**config.mk**
```make
export PLATFORM = sky130hd
export DESIGN_NAME = prc_regs
export DESIGN_NICKNAME = d
export VERILOG_FILES = /design/src/core/prc_pkg.sv /design/src/core/prc_regs.sv /design/src/core/prc_ahb_slave.sv /design/src/core/prc_cold_seq.sv
export SDC_FILE = /design/constraint.sdc
export NUM_CORES = 1
export LEC_CHECK = 0
export ABC_AREA = 1
export BUFFER_PORTS_ARGS = -buffer_cell sky130_fd_sc_hd__buf_2
export CAP_MARGIN = 40
export CORE_UTILIZATION = 55
export CTS_BUF_LIST = sky130_fd_sc_hd__clkbuf_4
export DETAILED_ROUTE_END_ITERATION = 6
export GPL_TIMING_DRIVEN = 0
export PLACE_DENSITY_LB_ADDON = 0.25
export SYNTH_ARGS = -nofsm -noshare
export SYNTH_HDL_FRONTEND = slang
export SYNTH_SLANG_ARGS = --single-unit
```
**constraint.sdc**
```tcl
create_clock -name hclk -period 2.1 [get_ports hclk]
set_clock_uncertainty 0.05 [all_clocks]
set_input_delay 0 -clock hclk [delete_from_list [all_inputs] [get_ports hclk]]
set_output_delay 0 -clock hclk [all_outputs]
set_load 0.005 [all_outputs]
```
**src/core/prc_pkg.sv**
```systemverilog
// constants and register map of the power rail control register bank
package prc_pkg;
	// register indices; byte address is four times the index
	localparam logic [7:0] IDX_STATUS  = 8'h01;
	localparam logic [7:0] IDX_REASON  = 8'h02;
	localparam logic [7:0] IDX_TYPE    = 8'h03;
	localparam logic [7:0] IDX_SCR_LO  = 8'h04;
	localparam logic [7:0] IDX_SCR_HI  = 8'h0f;
	localparam logic [7:0] IDX_SW_EN   = 8'h10;
	localparam logic [7:0] IDX_LIN_A   = 8'h12;
	localparam logic [7:0] IDX_LIN_B   = 8'h13;
	localparam logic [7:0] IDX_CTRL    = 8'h14;
	localparam logic [7:0] IDX_DLA_V   = 8'h15;
	localparam logic [7:0] IDX_DLB_V   = 8'h16;
	// reset values
	localparam logic [7:0] RST_SW_EN   = 8'h7b;
	localparam logic [7:0] RST_LIN_A   = 8'h08;
	localparam logic [7:0] RST_LIN_B   = 8'h9c;
	localparam logic [7:0] RST_CTRL    = 8'h48;
	localparam logic [7:0] RST_VOLT    = 8'h16;
	// writable bit masks
	localparam logic [7:0] MSK_SW_EN   = 8'h7b;
	localparam logic [7:0] MSK_LIN_A   = 8'h7f;
	localparam logic [7:0] MSK_LIN_B   = 8'hfc;
	localparam logic [7:0] MSK_VOLT    = 8'h1f;
	// control field positions
	localparam int CB_GLB_COLD  = 7;
	localparam int CB_DUAL_E    = 6;
	localparam int CB_MERGE_CD  = 5;
	localparam int CB_SLEEP_V   = 4;
	localparam int CB_PLT_ARM   = 3;
	localparam int CB_COLD_REQ  = 2;
	localparam int CB_SHADOW    = 1;
	localparam int CB_COMMIT    = 0;
	// reason field positions
	localparam int RB_COLD_RST  = 4;
	localparam int RB_GLB_RST   = 3;
	// timing
	localparam int CLK_KHZ        = 100000;
	localparam int POWER_CYCLE_MS = 64;
	localparam int PLT_HOLD_MS    = 512;
	localparam int POWER_CYCLE_CYC = POWER_CYCLE_MS * CLK_KHZ;
	localparam int PLT_HOLD_CYC    = PLT_HOLD_MS * CLK_KHZ;
	// rail enable register slots
	typedef enum logic [1:0] {PRC_SLOT_SW, PRC_SLOT_LA, PRC_SLOT_LB, PRC_SLOT_NONE} prc_slot_t;
endpackage

```
**src/core/prc_regs.sv**
```systemverilog
// power rail control register bank top level
`timescale 1ns/1ps
module prc_regs
	import prc_pkg::*;
#(
	parameter int         POWER_CYCLE = prc_pkg::POWER_CYCLE_CYC,
	parameter int         PLT_HOLD    = prc_pkg::PLT_HOLD_CYC,
	// arbitrary neutral type code
	parameter logic [5:0] TYPE_CODE   = 6'h2a
) (
	input  wire logic        hclk,
	input  wire logic        hresetn,
	// ahb-lite slave port
	input  wire logic        hsel,
	input  wire logic [31:0] haddr,
	input  wire logic [1:0]  htrans,
	input  wire logic        hwrite,
	input  wire logic [2:0]  hsize,
	input  wire logic        hready,
	input  wire logic [31:0] hwdata,
	output logic      [31:0] hrdata,
	output logic             hreadyout,
	output logic             hresp,
	// live status levels
	input  wire logic        over_temp,
	input  wire logic        charging,
	input  wire logic        batt_present,
	input  wire logic        batt_detect_done,
	input  wire logic        batt_safe_mode,
	// shutdown and startup cause pulses
	input  wire logic        key_override_evt,
	input  wire logic        cold_off_evt,
	input  wire logic        undervoltage_lockout_evt,
	input  wire logic        batt_insert_evt,
	input  wire logic        chg_insert_evt,
	input  wire logic        key_start_evt,
	// reset requests and platform pins
	input  wire logic        sys_reset_req,
	input  wire logic        global_reset_req,
	input  wire logic        sleep_exit_n,
	input  wire logic        platform_reset_n,
	// rail controls
	output logic      [7:0]  switcher_en,
	output logic      [7:0]  linear_en_a,
	output logic      [7:0]  linear_en_b,
	output logic             rails_off,
	output logic             switcher_e_dual,
	output logic             switcher_cd_merge,
	output logic             use_sleep_volt,
	output logic      [4:0]  digital_linear_a_code,
	output logic      [4:0]  digital_linear_b_code
);
	import prc_pkg::*;

	// bus side signals
	logic [7:0] idx;          // register index of the access
	logic       wr_pulse;     // write data phase
	logic [7:0] wdata;        // write byte
	logic       rd_pulse;     // read data phase
	logic [7:0] rdata;        // read mux result

	// stored state
	logic [7:0] reason_r;     // power up/down reason log
	logic [7:0] scratch_r [12]; // retained scratch bytes
	logic [7:0] live_r [3];   // live rail enable registers
	logic [7:0] shadow_r [3]; // shadow rail enable buffer
	logic [7:0] ctrl_r;       // synchronous on/off control
	logic [7:0] dla_r;        // digital linear a voltage
	logic [7:0] dlb_r;        // digital linear b voltage
	logic [7:0] sw_out_r;     // gated switcher enables
	logic [7:0] la_out_r;     // gated linear a enables
	logic [7:0] lb_out_r;     // gated linear b enables

	// reset and sequencing
	logic       seq_off;      // rails held off
	logic       seq_done;     // power cycle finished
	logic       cold_clr;     // cold domain clear
	logic       sys_clr;      // system domain clear
	logic       cold_req;     // start a power cycle
	logic       glb_cold;     // global reset upgraded

	// write decodes
	logic       wr_reason;    // reason register write
	logic       wr_ctrl;      // control register write
	logic       wr_dla;       // linear a voltage write
	logic       wr_dlb;       // linear b voltage write
	prc_slot_t  wr_slot;      // enable slot addressed

	// map an index to a rail enable slot
	function automatic prc_slot_t rail_slot(input logic [7:0] i);
		case (i)
			IDX_SW_EN: rail_slot = PRC_SLOT_SW;
			IDX_LIN_A: rail_slot = PRC_SLOT_LA;
			IDX_LIN_B: rail_slot = PRC_SLOT_LB;
			default:   rail_slot = PRC_SLOT_NONE;
		endcase
	endfunction

	// writable mask of a rail enable slot
	function automatic logic [7:0] slot_mask(input prc_slot_t s);
		case (s)
			PRC_SLOT_SW: slot_mask = MSK_SW_EN;
			PRC_SLOT_LA: slot_mask = MSK_LIN_A;
			PRC_SLOT_LB: slot_mask = MSK_LIN_B;
			default:     slot_mask = 8'h00;
		endcase
	endfunction

	// bus front end
	prc_ahb_slave u_bus (
		.hclk      (hclk),
		.hresetn   (hresetn),
		.hsel      (hsel),
		.haddr     (haddr),
		.htrans    (htrans),
		.hwrite    (hwrite),
		.hready    (hready),
		.hwdata    (hwdata),
		.hrdata    (hrdata),
		.hreadyout (hreadyout),
		.hresp     (hresp),
		.idx       (idx),
		.wr_pulse  (wr_pulse),
		.wdata     (wdata),
		.rd_pulse  (rd_pulse),
		.rdata     (rdata)
	);

	// power cycle sequencer
	prc_cold_seq #(
		.OFF_CYC  (POWER_CYCLE),
		.HOLD_CYC (PLT_HOLD)
	) u_seq (
		.hclk             (hclk),
		.hresetn          (hresetn),
		.req              (cold_req),
		.arm              (ctrl_r[CB_PLT_ARM]),
		.sleep_exit_n     (sleep_exit_n),
		.platform_reset_n (platform_reset_n),
		.rails_off        (seq_off),
		.done             (seq_done)
	);

	// write decode
	assign wr_reason = wr_pulse & (idx == IDX_REASON);
	assign wr_ctrl   = wr_pulse & (idx == IDX_CTRL);
	assign wr_dla    = wr_pulse & (idx == IDX_DLA_V);
	assign wr_dlb    = wr_pulse & (idx == IDX_DLB_V);
	assign wr_slot   = wr_pulse ? rail_slot(idx) : PRC_SLOT_NONE;

	// cold reset sources: software request, upgraded global reset
	assign glb_cold = global_reset_req & ctrl_r[CB_GLB_COLD];
	assign cold_req = (wr_ctrl & wdata[CB_COLD_REQ]) | glb_cold;

	// cold reset lands when rails come back; it also clears system state
	assign cold_clr = seq_done;
	assign sys_clr  = cold_clr | sys_reset_req | (global_reset_req & ~ctrl_r[CB_GLB_COLD]);

	// reason log: set wins over write-one-clear, power-on reset only
	always_ff @(posedge hclk or negedge hresetn) begin
		if (!hresetn) begin
			reason_r <= 8'h00;
		end else begin
			reason_r <= (reason_r & ~(wr_reason ? wdata : 8'h00)) | {
				key_override_evt,
				cold_off_evt,
				undervoltage_lockout_evt,
				seq_done,
				global_reset_req,
				batt_insert_evt,
				chg_insert_evt,
				key_start_evt
			};
		end
	end

	// scratch bytes survive cold and system resets
	genvar g;
	generate
		for (g = 0; g < 12; g++) begin : g_scr
			always_ff @(posedge hclk or negedge hresetn) begin
				if (!hresetn)
					scratch_r[g] <= 8'h00;
				else if (wr_pulse && idx == IDX_SCR_LO + 8'(g))
					scratch_r[g] <= wdata;
			end
		end
	endgenerate

	// live and shadow rail enables
	generate
		for (g = 0; g < 3; g++) begin : g_rail
			// live registers: cold reset domain
			always_ff @(posedge hclk or negedge hresetn) begin
				if (!hresetn) begin
					live_r[g] <= (g == 0) ? RST_SW_EN : (g == 1) ? RST_LIN_A : RST_LIN_B;
				end else if (cold_clr) begin
					live_r[g] <= (g == 0) ? RST_SW_EN : (g == 1) ? RST_LIN_A : RST_LIN_B;
				end else if (wr_ctrl && wdata[CB_COMMIT]) begin
					live_r[g] <= shadow_r[g];
				end else if (wr_slot == prc_slot_t'(g) && !ctrl_r[CB_SHADOW]) begin
					live_r[g] <= wdata & slot_mask(prc_slot_t'(g));
				end
			end
			// shadow buffer: loaded from live on entering shadow mode
			always_ff @(posedge hclk or negedge hresetn) begin
				if (!hresetn) begin
					shadow_r[g] <= 8'h00;
				end else if (wr_ctrl && wdata[CB_SHADOW] && !ctrl_r[CB_SHADOW]) begin
					shadow_r[g] <= live_r[g];
				end else if (wr_slot == prc_slot_t'(g) && ctrl_r[CB_SHADOW]) begin
					shadow_r[g] <= wdata & slot_mask(prc_slot_t'(g));
				end
			end
		end
	endgenerate

	// control: bits 6:5 cold domain
	always_ff @(posedge hclk or negedge hresetn) begin
		if (!hresetn) begin
			ctrl_r[CB_DUAL_E]   <= RST_CTRL[CB_DUAL_E];
			ctrl_r[CB_MERGE_CD] <= RST_CTRL[CB_MERGE_CD];
		end else if (cold_clr) begin
			ctrl_r[CB_DUAL_E]   <= RST_CTRL[CB_DUAL_E];
			ctrl_r[CB_MERGE_CD] <= RST_CTRL[CB_MERGE_CD];
		end else if (wr_ctrl) begin
			ctrl_r[CB_DUAL_E]   <= wdata[CB_DUAL_E];
			ctrl_r[CB_MERGE_CD] <= wdata[CB_MERGE_CD];
		end
	end

	// control: bit 3 power-on reset only
	always_ff @(posedge hclk or negedge hresetn) begin
		if (!hresetn)
			ctrl_r[CB_PLT_ARM] <= RST_CTRL[CB_PLT_ARM];
		else if (wr_ctrl)
			ctrl_r[CB_PLT_ARM] <= wdata[CB_PLT_ARM];
	end

	// control: bits 7, 4 and 2 system domain
	always_ff @(posedge hclk or negedge hresetn) begin
		if (!hresetn) begin
			ctrl_r[CB_GLB_COLD] <= RST_CTRL[CB_GLB_COLD];
			ctrl_r[CB_SLEEP_V]  <= RST_CTRL[CB_SLEEP_V];
			ctrl_r[CB_COLD_REQ] <= RST_CTRL[CB_COLD_REQ];
		end else if (sys_clr) begin
			ctrl_r[CB_GLB_COLD] <= RST_CTRL[CB_GLB_COLD];
			ctrl_r[CB_SLEEP_V]  <= RST_CTRL[CB_SLEEP_V];
			ctrl_r[CB_COLD_REQ] <= RST_CTRL[CB_COLD_REQ];
		end else if (wr_ctrl) begin
			ctrl_r[CB_GLB_COLD] <= wdata[CB_GLB_COLD];
			ctrl_r[CB_SLEEP_V]  <= wdata[CB_SLEEP_V];
			ctrl_r[CB_COLD_REQ] <= wdata[CB_COLD_REQ];
		end
	end

	// control: bits 1:0, commit clears both
	always_ff @(posedge hclk or negedge hresetn) begin
		if (!hresetn) begin
			ctrl_r[CB_SHADOW] <= RST_CTRL[CB_SHADOW];
			ctrl_r[CB_COMMIT] <= RST_CTRL[CB_COMMIT];
		end else if (sys_clr) begin
			ctrl_r[CB_SHADOW] <= RST_CTRL[CB_SHADOW];
			ctrl_r[CB_COMMIT] <= RST_CTRL[CB_COMMIT];
		end else if (wr_ctrl) begin
			// a commit self-clears in the same write
			ctrl_r[CB_SHADOW] <= wdata[CB_COMMIT] ? 1'b0 : wdata[CB_SHADOW];
			ctrl_r[CB_COMMIT] <= 1'b0;
		end
	end

	// digital linear a voltage: cold domain
	always_ff @(posedge hclk or negedge hresetn) begin
		if (!hresetn)
			dla_r <= RST_VOLT;
		else if (cold_clr)
			dla_r <= RST_VOLT;
		else if (wr_dla)
			dla_r <= wdata & MSK_VOLT;
	end

	// digital linear b voltage: system domain
	always_ff @(posedge hclk or negedge hresetn) begin
		if (!hresetn)
			dlb_r <= RST_VOLT;
		else if (sys_clr)
			dlb_r <= RST_VOLT;
		else if (wr_dlb)
			dlb_r <= wdata & MSK_VOLT;
	end

	// read mux; reads never alter state
	always_comb begin
		rdata = 8'h00;
		case (idx)
			IDX_STATUS: begin
				rdata = {over_temp, charging, batt_present, batt_detect_done,
					batt_safe_mode, 3'b000};
			end
			IDX_REASON: rdata = reason_r;
			IDX_TYPE:   rdata = {TYPE_CODE[5:4], 2'b00, TYPE_CODE[3:0]};
			IDX_CTRL:   rdata = ctrl_r;
			IDX_DLA_V:  rdata = dla_r;
			IDX_DLB_V:  rdata = dlb_r;
			default: begin
				if (idx >= IDX_SCR_LO && idx <= IDX_SCR_HI)
					rdata = scratch_r[4'(idx - IDX_SCR_LO)];
				else if (rail_slot(idx) != PRC_SLOT_NONE)
					// shadow mode reads the buffer
					rdata = ctrl_r[CB_SHADOW] ? shadow_r[rail_slot(idx)]
						: live_r[rail_slot(idx)];
			end
		endcase
	end

	// rail enables gated off during a power cycle
	// the clear cycle stays gated too, so stale enables never flash on
	always_ff @(posedge hclk or negedge hresetn) begin
		if (!hresetn) begin
			sw_out_r  <= 8'h00;
			la_out_r  <= 8'h00;
			lb_out_r  <= 8'h00;
			rails_off <= 1'b0;
		end else begin
			sw_out_r  <= (seq_off | seq_done) ? 8'h00 : live_r[0];
			la_out_r  <= (seq_off | seq_done) ? 8'h00 : live_r[1];
			lb_out_r  <= (seq_off | seq_done) ? 8'h00 : live_r[2];
			rails_off <= seq_off;
		end
	end

	// output wiring from registers
	assign switcher_en           = sw_out_r;
	assign linear_en_a           = la_out_r;
	assign linear_en_b           = lb_out_r;
	assign switcher_e_dual       = ctrl_r[CB_DUAL_E];
	assign switcher_cd_merge     = ctrl_r[CB_MERGE_CD];
	assign use_sleep_volt        = ctrl_r[CB_SLEEP_V];
	assign digital_linear_a_code = dla_r[4:0];
	assign digital_linear_b_code = dlb_r[4:0];
endmodule // prc_regs

```
**src/core/prc_ahb_slave.sv**
```systemverilog
// ahb-lite slave front end: zero-wait writes, one-wait reads
`timescale 1ns/1ps
module prc_ahb_slave (
	input  wire logic        hclk,
	input  wire logic        hresetn,
	input  wire logic        hsel,
	input  wire logic [31:0] haddr,
	input  wire logic [1:0]  htrans,
	input  wire logic        hwrite,
	input  wire logic        hready,
	input  wire logic [31:0] hwdata,
	output logic      [31:0] hrdata,
	output logic             hreadyout,
	output logic             hresp,
	output logic      [7:0]  idx,
	output logic             wr_pulse,
	output logic      [7:0]  wdata,
	output logic             rd_pulse,
	input  wire logic [7:0]  rdata
);
	logic [7:0] idx_r;   // captured register index
	logic       wr_r;    // write data phase pending
	logic       rd_r;    // read wait state pending
	logic       take;    // address phase accepted
	assign take = hsel & htrans[1] & hready;
	// address phase capture
	always_ff @(posedge hclk or negedge hresetn) begin
		if (!hresetn) begin
			idx_r <= 8'h00;
			wr_r  <= 1'b0;
			rd_r  <= 1'b0;
		end else begin
			if (take)
				idx_r <= haddr[9:2];
			wr_r <= take & hwrite;
			rd_r <= take & ~hwrite;
		end
	end
	// ready and read data; the wait state lets any write land first
	always_ff @(posedge hclk or negedge hresetn) begin
		if (!hresetn) begin
			hreadyout <= 1'b1;
			hrdata    <= 32'h0000_0000;
		end else begin
			hreadyout <= ~(take & ~hwrite);
			if (rd_r)
				hrdata <= {24'h00_0000, rdata};
		end
	end
	assign hresp    = 1'b0;
	assign idx      = idx_r;
	assign wr_pulse = wr_r;
	assign wdata    = hwdata[7:0];
	assign rd_pulse = rd_r;
endmodule // prc_ahb_slave

```
**src/core/prc_cold_seq.sv**
```systemverilog
// cold reset sequencer with platform reset hold timer
`timescale 1ns/1ps
module prc_cold_seq #(
	parameter int OFF_CYC  = 6400000,
	parameter int HOLD_CYC = 51200000
) (
	input  wire logic hclk,
	input  wire logic hresetn,
	input  wire logic req,
	input  wire logic arm,
	input  wire logic sleep_exit_n,
	input  wire logic platform_reset_n,
	output logic      rails_off,
	output logic      done
);
	typedef enum logic {PRC_IDLE, PRC_OFF} prc_seq_t;
	prc_seq_t         st_r;     // sequence state
	logic [31:0]      off_r;    // power-down counter
	logic [31:0]      hold_r;   // platform reset hold counter
	logic             fire;     // hold time reached
	assign fire = (hold_r == 32'(HOLD_CYC - 1)) & arm & sleep_exit_n & ~platform_reset_n;
	// hold timer runs only while the condition stands
	always_ff @(posedge hclk or negedge hresetn) begin
		if (!hresetn)
			hold_r <= 32'h0;
		else if (!(arm & sleep_exit_n & ~platform_reset_n) || st_r == PRC_OFF)
			hold_r <= 32'h0;
		else if (hold_r != 32'(HOLD_CYC - 1))
			hold_r <= hold_r + 32'h1;
	end
	// rails off for the power cycle, then back on
	always_ff @(posedge hclk or negedge hresetn) begin
		if (!hresetn) begin
			st_r  <= PRC_IDLE;
			off_r <= 32'h0;
			done  <= 1'b0;
		end else begin
			done <= 1'b0;
			case (st_r)
				PRC_IDLE: begin
					off_r <= 32'h0;
					if (req | fire)
						st_r <= PRC_OFF;
				end
				PRC_OFF: begin
					off_r <= off_r + 32'h1;
					if (off_r == 32'(OFF_CYC - 1)) begin
						st_r <= PRC_IDLE;
						done <= 1'b1;
					end
				end
				default: st_r <= PRC_IDLE;
			endcase
		end
	end
	assign rails_off = (st_r == PRC_OFF);
endmodule // prc_cold_seq

```
==> metrics.csv, run 1 <==
stage;metric;value;unit
cts;clockBufferDepth;3;
yosys;seq_area_frac_synth;49.36;%
yosys;netlist_instances;1825;
sta;post-route-period-util;99.92;%
outcome;outcome;completed;
cts;cts_made_buffers;78;
global_routing;grt_use_met1;44.61;%
cts;path_clk_slew;70;ps
pwr;vdd_drop_max;0.3753;mV
routing;ant_nets;0;
placed_design;port_buffers;83;
critical_path;critPathBufInv;3;
critical_path;regToRegSetupSlack;2;ps
cts;insertion_delay;710;ps
global_routing;grt_usage;33.35;%
yosys;synth-edff-count;0;
routing;wire_per_inst;17.54;um
yosys;synth_ff_type;dfrtp_1;
sta;whs;37.50;ps
yosys;ys_seq_elements;279;
critical_path;critPathRequiredTime;2610;ps
routing;first_pass_iters;6;
yosys;netlist.top_cell.by_area;dfrtp_1;
yosys;netlist_area;14200;um^2
yosys;ys_async_sr_fraction;100.0;%
sta;maxSlewHeadroom;52.11;%
hold_path;hp-start;undervoltage_lockout_evt;
cts;cts_sinks;279;
critical_path;worst_r2r_startpoint;u_bus.idx[3];
pwr;p_per_area;695.0;nW/um^2
sta;finalCriticalPeriod;2098;ps
sta;rsz0062_at_grt;true;
floorplanning;io_pins;161;
global_routing;grt.busiest_layer;met2;
cts;cts_htree_levels;3;
critical_path;cpMaxStageDelayCell;dfrtp_1;
placed_design;numPlacedInstances;2264;
yosys;synth.distinct_cells;49;
sta;finalMaxSlewViolations;0;
global_routing;use_met2;51.79;%
routing;post_drt_via_cell_ratio;5.562;
global_routing;grt_pass1_vias;13320;
floorplanning;rows;58;
routing;vias;13810;
pwr;leakagePower;8.381;nW
yosys;avgSynthCellArea;7.779;um^2
routing;wl;43540;um
yosys;ys.warnings.count;0;
cts;tritoncts;built;
placed_design;gp_congestion;0.9649;
cts;root_buffer;clkbuf_4;
cells_and_area;final_layout_size_suffix_gt1_share;19.67;%
sta;max_freq;476.6;MHz
global_routing;overflow;0;
yosys;synth_area_leaders;dfrtp_1, nand2_1, o21ai_0;
critical_path;r2r_cells;10;
critical_path;startpoint;u_bus.idx[3];
placed_design;hpwlAfterDp;30050;um
floorplanning;coreArea;25250;um^2
global_routing;antenna_found_initial;1;
global_routing;grtUsageMet3;7.512;%
cells_and_area;syn2layout_area_growth;21.55;%
global_routing;grt_first_pass_wirelength;68260;um
critical_path;setup.worst_path.start_class;flop;
critical_path;r2r_end;live_r[5];
hold_path;min_to;reason_r[5];
sta;tightest_slew;717.1;ps
cells_and_area;fin_nets;2188;
floorplanning;die_area;26460;um^2
floorplanning;die_w;162.7;um
routing;drt_iter0_drc;1217;
cells_and_area;layout.cells.non_filler;2482;
floorplanning;die_h;162.7;um
critical_path;criticalPathCategory;flop to flop;
critical_path;arrival;2610;ps
run;drv_cap;0;
critical_path;cp-end-kind;flop;
floorplanning;start_util;56.21;%
hold_path;hp-class;input port to flop;
routing;route.detailed.drc;0;
global_routing;grt_max_degree;103;
hold_path;holdPathStages;4;
critical_path;critPathTopFamily;simple AND/OR/NAND/NOR gates;
critical_path;path_cells;inv_2, ha_4, clkinvlp_4, nor2_4, nand2_4, nor2_8, nand2_8, buf_4, o211ai_1, o21ai_1;
critical_path;cp_max_fo;10;
critical_path;critPathMaxStageDelay;390;ps
sta;setup_violations;0;
sta;hold_violations;0;
yosys;synth_top_area_share;45.65;%
-- worst reg2reg max path, stage by stage, from the launching register on --
cell and delay [ps]:
dfrtp_1 390, inv_2 110, ha_4 180, clkinvlp_4 120, nor2_4 150, nand2_4 100
nor2_8 180, nand2_8 110, buf_4 210, o211ai_1 260, o21ai_1 100
-- cell usage in the layout, fill, tap and decap left out, types with 21 or more instances in the layout --
master and instances:
nand2_1 579, dfrtp_1 259, nor2_1 152, o21ai_0 151
inv_1 148, clkbuf_4 122, buf_2 97, nand3_1 92
buf_4 56, dlygate4sd3_1 46, nand4_1 44, nor3_1 40
a21oi_1 36, conb_1 25, xor2_1 23, o21ai_1 22
clkbuf_1 21
-- state kept, by name (all words and copies together), names as in the netlist, 8 cells and up --
signal and flops:
reason_r 8, u_bus.idx 8, u_seq.off_r 32, u_bus.hrdata 8
scratch_r 96, u_seq.hold_r 32, shadow_r 24, switcher_en 8
live_r 24, linear_en_b 8, linear_en_a 8
-- Yosys cell counts (2+ instances only) --
| cell | instances |
|---|---|
| a21oi_1 | 37 |
| a22oi_1 | 15 |
| a31oi_1 | 5 |
| buf_2 | 20 |
| buf_4 | 30 |
| buf_6 | 5 |
| clkbuf_1 | 35 |
| dfrtp_1 | 259 |
| dfstp_2 | 20 |
| ha_1 | 7 |
| inv_1 | 153 |
| inv_2 | 6 |
| inv_4 | 2 |
| inv_6 | 2 |
| nand2_1 | 589 |
| nand2_2 | 6 |
| nand2_4 | 6 |
| nand3_1 | 102 |
| nand3_2 | 3 |
| nand4_1 | 44 |
| nor2_1 | 162 |
| nor2_2 | 4 |
| nor2_4 | 6 |
| nor3_1 | 41 |
| nor3_2 | 3 |
| nor4_1 | 11 |
| o211ai_1 | 17 |
| o21ai_0 | 155 |
| o21ai_1 | 20 |
| o21ai_2 | 2 |
| o22ai_1 | 13 |
| o31ai_1 | 2 |
| or2_2 | 5 |
| xor2_1 | 23 |
-- routing by layer --
layer  vias to the layer above  part of all wire [%]
met5                         -                     0
met4                         0                   3.9
met3                       114                    10
met2                       730                    46
met1                      6492                    40
li1                       6469                     -
-- final cells by class --
type / instances / area (um^2)
Timing Repair Buffer: 166 / 1254
Fill cell: 2153 / 7999
Buffer: 88 / 579.3
Multi-Input combinational cell: 1315 / 6375
Inverter: 164 / 658.1
Clock inverter: 22 / 88.84
Clock buffer: 117 / 878.3
Antenna cell: 1 / 2.502
Tap cell: 330 / 412.9
Sequential cell: 279 / 7007
-- worst max-delay path by stage --
stage | end | slack (ps) | cells past startpoint
finish | live_r[5] | 2 | 10
floorplan | live_r[13] | -5 | 11
CTS | shadow_r[22] | -20 | 10
global placement | u_seq.off_r[31] | -4100 | 1
detailed placement | shadow_r[16] | -590 | 10
global route | u_bus.hrdata[0] | -80 | 11
-- where the power goes --
group / internal, mW / switching (mW) / total, mW
Combinational: 0.552 / 1.02 / 1.58
Sequential: 5.47 / 0.0557 / 5.52
Clock: 2.54 / 2.35 / 4.89
Total: 8.56 / 3.43 / 12.0
-- cell families after synthesis --
family | share of synthesized area [%]
buf+inv | 8.082
simple gates | 29.80
compound gates | 10.64
xor+xnor | 1.481
flops | 49.36
other cells | 0.02642
fa+ha+maj | 0.6169
-- per-stage QoR --
step / util [%] / TNS (ps) / cell area [um^2] / setup WS, ps / total power, mW
floorplan: - / -4.526 / 14300 / -4.526 / 6.397
global placement: 59.88 / -1137660 / 15120 / -4102 / 6.885
detailed placement: 60.14 / -37400 / 15190 / -592.5 / 6.920
CTS: 66.95 / -16.09 / 16910 / -16.09 / 11.95
global route: 68.33 / -567.9 / 17260 / -82.11 / 12.50
finish: 68.33 / 0 / 17260 / 1.737 / 11.99
-- timing repair --
| item | CTS | global route |
|---|---|---|
| gates resized for setup | 46 | 71 |
| buffers inserted | 10 | 22 |
| cloned | 2 | 1 |
| hold buffers | 46 | 0 |
| endpoints found under the setup margin | 120 | 172 |
| hold endpoints to repair | 296 | 0 |
| pin swaps | 7 | 10 |
Power figures use the tool's default switching activity.
==> run 2, diff against run 1 <==
- SYNTH_HIERARCHICAL: unset -> 1
==> run 2 against run 1 <==
Net effect:
- critical endpoint is now u_bus/hrdata[3]
- the flow now finishes with violations (DRC, setup timing)
- power up 8.9%
- design area up 3.8%
- final cell count up 4.7%
- die area up 1.8%
- sequential power up 6.2%
==> metrics.csv, run 2 <==
stage;metric;value;unit
placed_design;gp_congestion;0.9177;
critical_path;regToRegSetupSlack;-90;ps
pwr;leakagePower;8.641;nW
cells_and_area;fin_nets;2311;
yosys;yosysMostFrequentCell;nand2_1;
cells_and_area;largest_register_ffs;96;
critical_path;path_cells;clkbuf_16, inv_16, ha_4, inv_4, nor2_4, nand2_4, buf_8, nand2_2, nand3_2, nand3_2, nand2_2, nor2_1, nor2_1, nand2_1, o21ai_1;
critical_path;arrival;2720;ps
routing;wire_per_inst;17.56;um
cts;path_clk_slew;70;ps
cts;insertion_delay;710;ps
pwr;switching_share;29.92;%
yosys;avgSynthCellArea;7.436;um^2
cells_and_area;final_common_cell;nand2_1;
critical_path;crit_path_end;u_bus/hrdata[3];
sta;setup_violations;18;
yosys;synth-edff-count;0;
critical_path;cp_max_fo;6;
placed_design;dpl_worst_slack;-603.9;ps
floorplanning;die_area;26940;um^2
floorplanning;rows;58;
floorplanning;die_w;164.1;um
pwr;internal_power;9.149;mW
yosys;seq_area_frac_synth;48.47;%
routing;vias;14670;
critical_path;worst_r2r_startpoint;u_bus/idx[2];
floorplanning;die_h;164.1;um
sta;tightest_slew;764.5;ps
cells_and_area;top_register;scratch_r;
pwr;vdd_drop_max;0.4944;mV
placed_design;port_buffers;72;
sta;max_freq;456.8;MHz
floorplanning;io_pins;161;
global_routing;grt_pass1_vias;13460;
global_routing;grt_usage;33.16;%
pwr;p_switching;3.907;mW
yosys;synth_top_area_share;44.83;%
outcome;outcome;finished with violations;
yosys;netlist_area;14460;um^2
pwr;seqPwrFrac;44.9;%
yosys;ys_seq_elements;279;
yosys;netlist_instances;1944;
cts;cts_made_buffers;75;
routing;route.detailed.drc;1;
cells_and_area;multi_input_area;6778;um^2
critical_path;cp-end-kind;flop;
placed_design;placed_area;15390;um^2
cells_and_area;syn2layout_area_growth;23.86;%
cells_and_area;regArea;7012;um^2
floorplanning;coreArea;25470;um^2
routing;wl;45610;um
sta;finalSetupTns;-530.3;ps
cts;cts_htree_levels;3;
routing;post_drt_via_cell_ratio;5.648;
sta;hold_violations;0;
yosys;ys_async_sr_fraction;100.0;%
pwr;power_frac_comb;17.2;%
cells_and_area;final_area;17910;um^2
critical_path;critPathRequiredTime;2640;ps
hold_path;hp-class;input port to flop;
routing;drt_iter0_drc;1918;
critical_path;critPathMaxStageDelay;440;ps
pwr;p_total;13.06;mW
sta;post-route-period-util;104.3;%
critical_path;criticalPathCategory;flop to flop;
sta;maxSlewHeadroom;49.04;%
yosys;synth_common_cells;nand2_1, dfrtp_1, nor2_1;
cells_and_area;final_layout_size_suffix_gt1_share;21.17;%
cells_and_area;nFillCells;2027;
outcome;violations;DRC, setup timing;
placed_design;hpwlAfterDp;30330;um
run;drv_cap;0;
cts;cts_sinks;279;
cts;root_buffer;clkbuf_4;
cts;tritoncts;built;
global_routing;antenna_found_initial;3;
floorplanning;start_util;56.75;%
pwr;p_per_area;729.2;nW/um^2
sta;setup_ws;-89.29;ps
cells_and_area;final_cell_mix;nand2_1, dfrtp_1, nor2_1;
yosys;ys.warnings.count;6;
pwr;clock_power_share;38.0;%
sta;finalMaxSlewViolations;0;
yosys;synth.distinct_cells;42;
critical_path;setup.worst_path.start_class;flop;
critical_path;r2r_cells;15;
critical_path;cpMaxStageDelayCell;dfrtp_2;
yosys;synth_ff_type;dfrtp_1;
sta;finalCriticalPeriod;2189;ps
global_routing;grt_max_degree;95;
critical_path;startpoint;u_bus/idx[2];
routing;first_pass_iters;7;
critical_path;r2r_end;u_bus/hrdata[3];
yosys;synth_area_leaders;dfrtp_1, nand2_1, nor2_1;
global_routing;overflow;0;
cts;clockBufferDepth;3;
global_routing;grt_first_pass_wirelength;69140;um
routing;ant_nets;0;
yosys;netlist.top_cell.by_area;dfrtp_1;
cells_and_area;top_regs;scratch_r x96, u_seq/hold_r x32, u_seq/off_r x32;
sta;whs;52.96;ps
sta;rsz0062_at_grt;true;
run 2: per-stage QoR:
stage	instances	util, %
floorplan	1968	-
global placement	2370	60.17
detailed placement	2372	60.42
CTS	2570	67.62
global route	2598	70.30
finish	2598	70.30
run 2: worst min-delay path by stage:
stage | startpoint | end | slack, ps | depth (start not counted)
2_1_floorplan | hresetn | ctrl_r[1] | -350 | 0
3_3_place_gp | cold_off_evt | reason_r[6] | 140 | 3
3_5_place_dp | hresetn | u_seq/hold_r[29] | 10 | 1
4_1_cts | global_reset_req | reason_r[3] | 20 | 4
5_1_grt | hwdata[5] | shadow_r[5] | 60 | 4
6_report | hwdata[5] | shadow_r[5] | 50 | 4
run 2: logic make-up (layout without fill, tap and decap cells):
| family | Yosys count | after routing | synth area share, % |
|---|---|---|---|
| simple gates | 1140 | 1140 | 33.01 |
| flops | 279 | 279 | 48.47 |
| compound gates | 251 | 251 | 9.391 |
| other cells | 1 | 26 | 0.02594 |
| fa+ha+maj | 7 | 7 | 0.6058 |
| buf+inv | 260 | 559 | 8.136 |
| xor+xnor | 6 | 6 | 0.3636 |
run 2: critical path, delay by kind of cell, from the launching register on:
family | cells | cell delay (ps)
DFF | 1 | 440
AOI/OAI and AO/OA | 1 | 50
adders and majority gates | 1 | 140
buffers and inverters | 4 | 430
and+or+nand+nor | 9 | 960
run 2: final cells by class:
type / instances / share of cell area [%]
Sequential cell: 279 / 39.16
Clock buffer: 103 / 4.318
Timing Repair Buffer: 174 / 7.826
Antenna cell: 1 / 0.01398
Multi-Input combinational cell: 1429 / 37.85
Buffer: 96 / 3.955
Inverter: 160 / 3.578
Tap cell: 330 / 2.306
Clock inverter: 26 / 0.9922
run 2: per-layer routing:
| metal | vias up | wire length (um) | track usage (%) |
|---|---|---|---|
| li1 | 6749 | - | - |
| met1 | 6802 | 18770 | 46.92 |
| met2 | 940 | 20000 | 48.79 |
| met3 | 182 | 5171 | 8.333 |
| met4 | 0 | 1680 | 12.71 |
| met5 | - | 0 | 0 |
run 2: repair_timing:
action	4_1_cts	5_1_grt
buffers inserted	17	25
endpoints found under the setup margin	125	143
resized for setup	64	150
gates cloned	2	4
endpoints found under the hold margin	403	0
pin swaps	11	37
hold buffers	52	0
run 2: power groups by stage:
stage | logic, mW | registers, mW | clock network (mW)
after floorplan | 1.07 | 5.90 | 0
after global placement | 1.67 | 5.92 | 0
after detailed placement | 1.71 | 5.93 | 0
after CTS | 1.95 | 5.84 | 5.01
after global routing | 2.44 | 5.88 | 5.25
final | 2.24 | 5.86 | 4.96
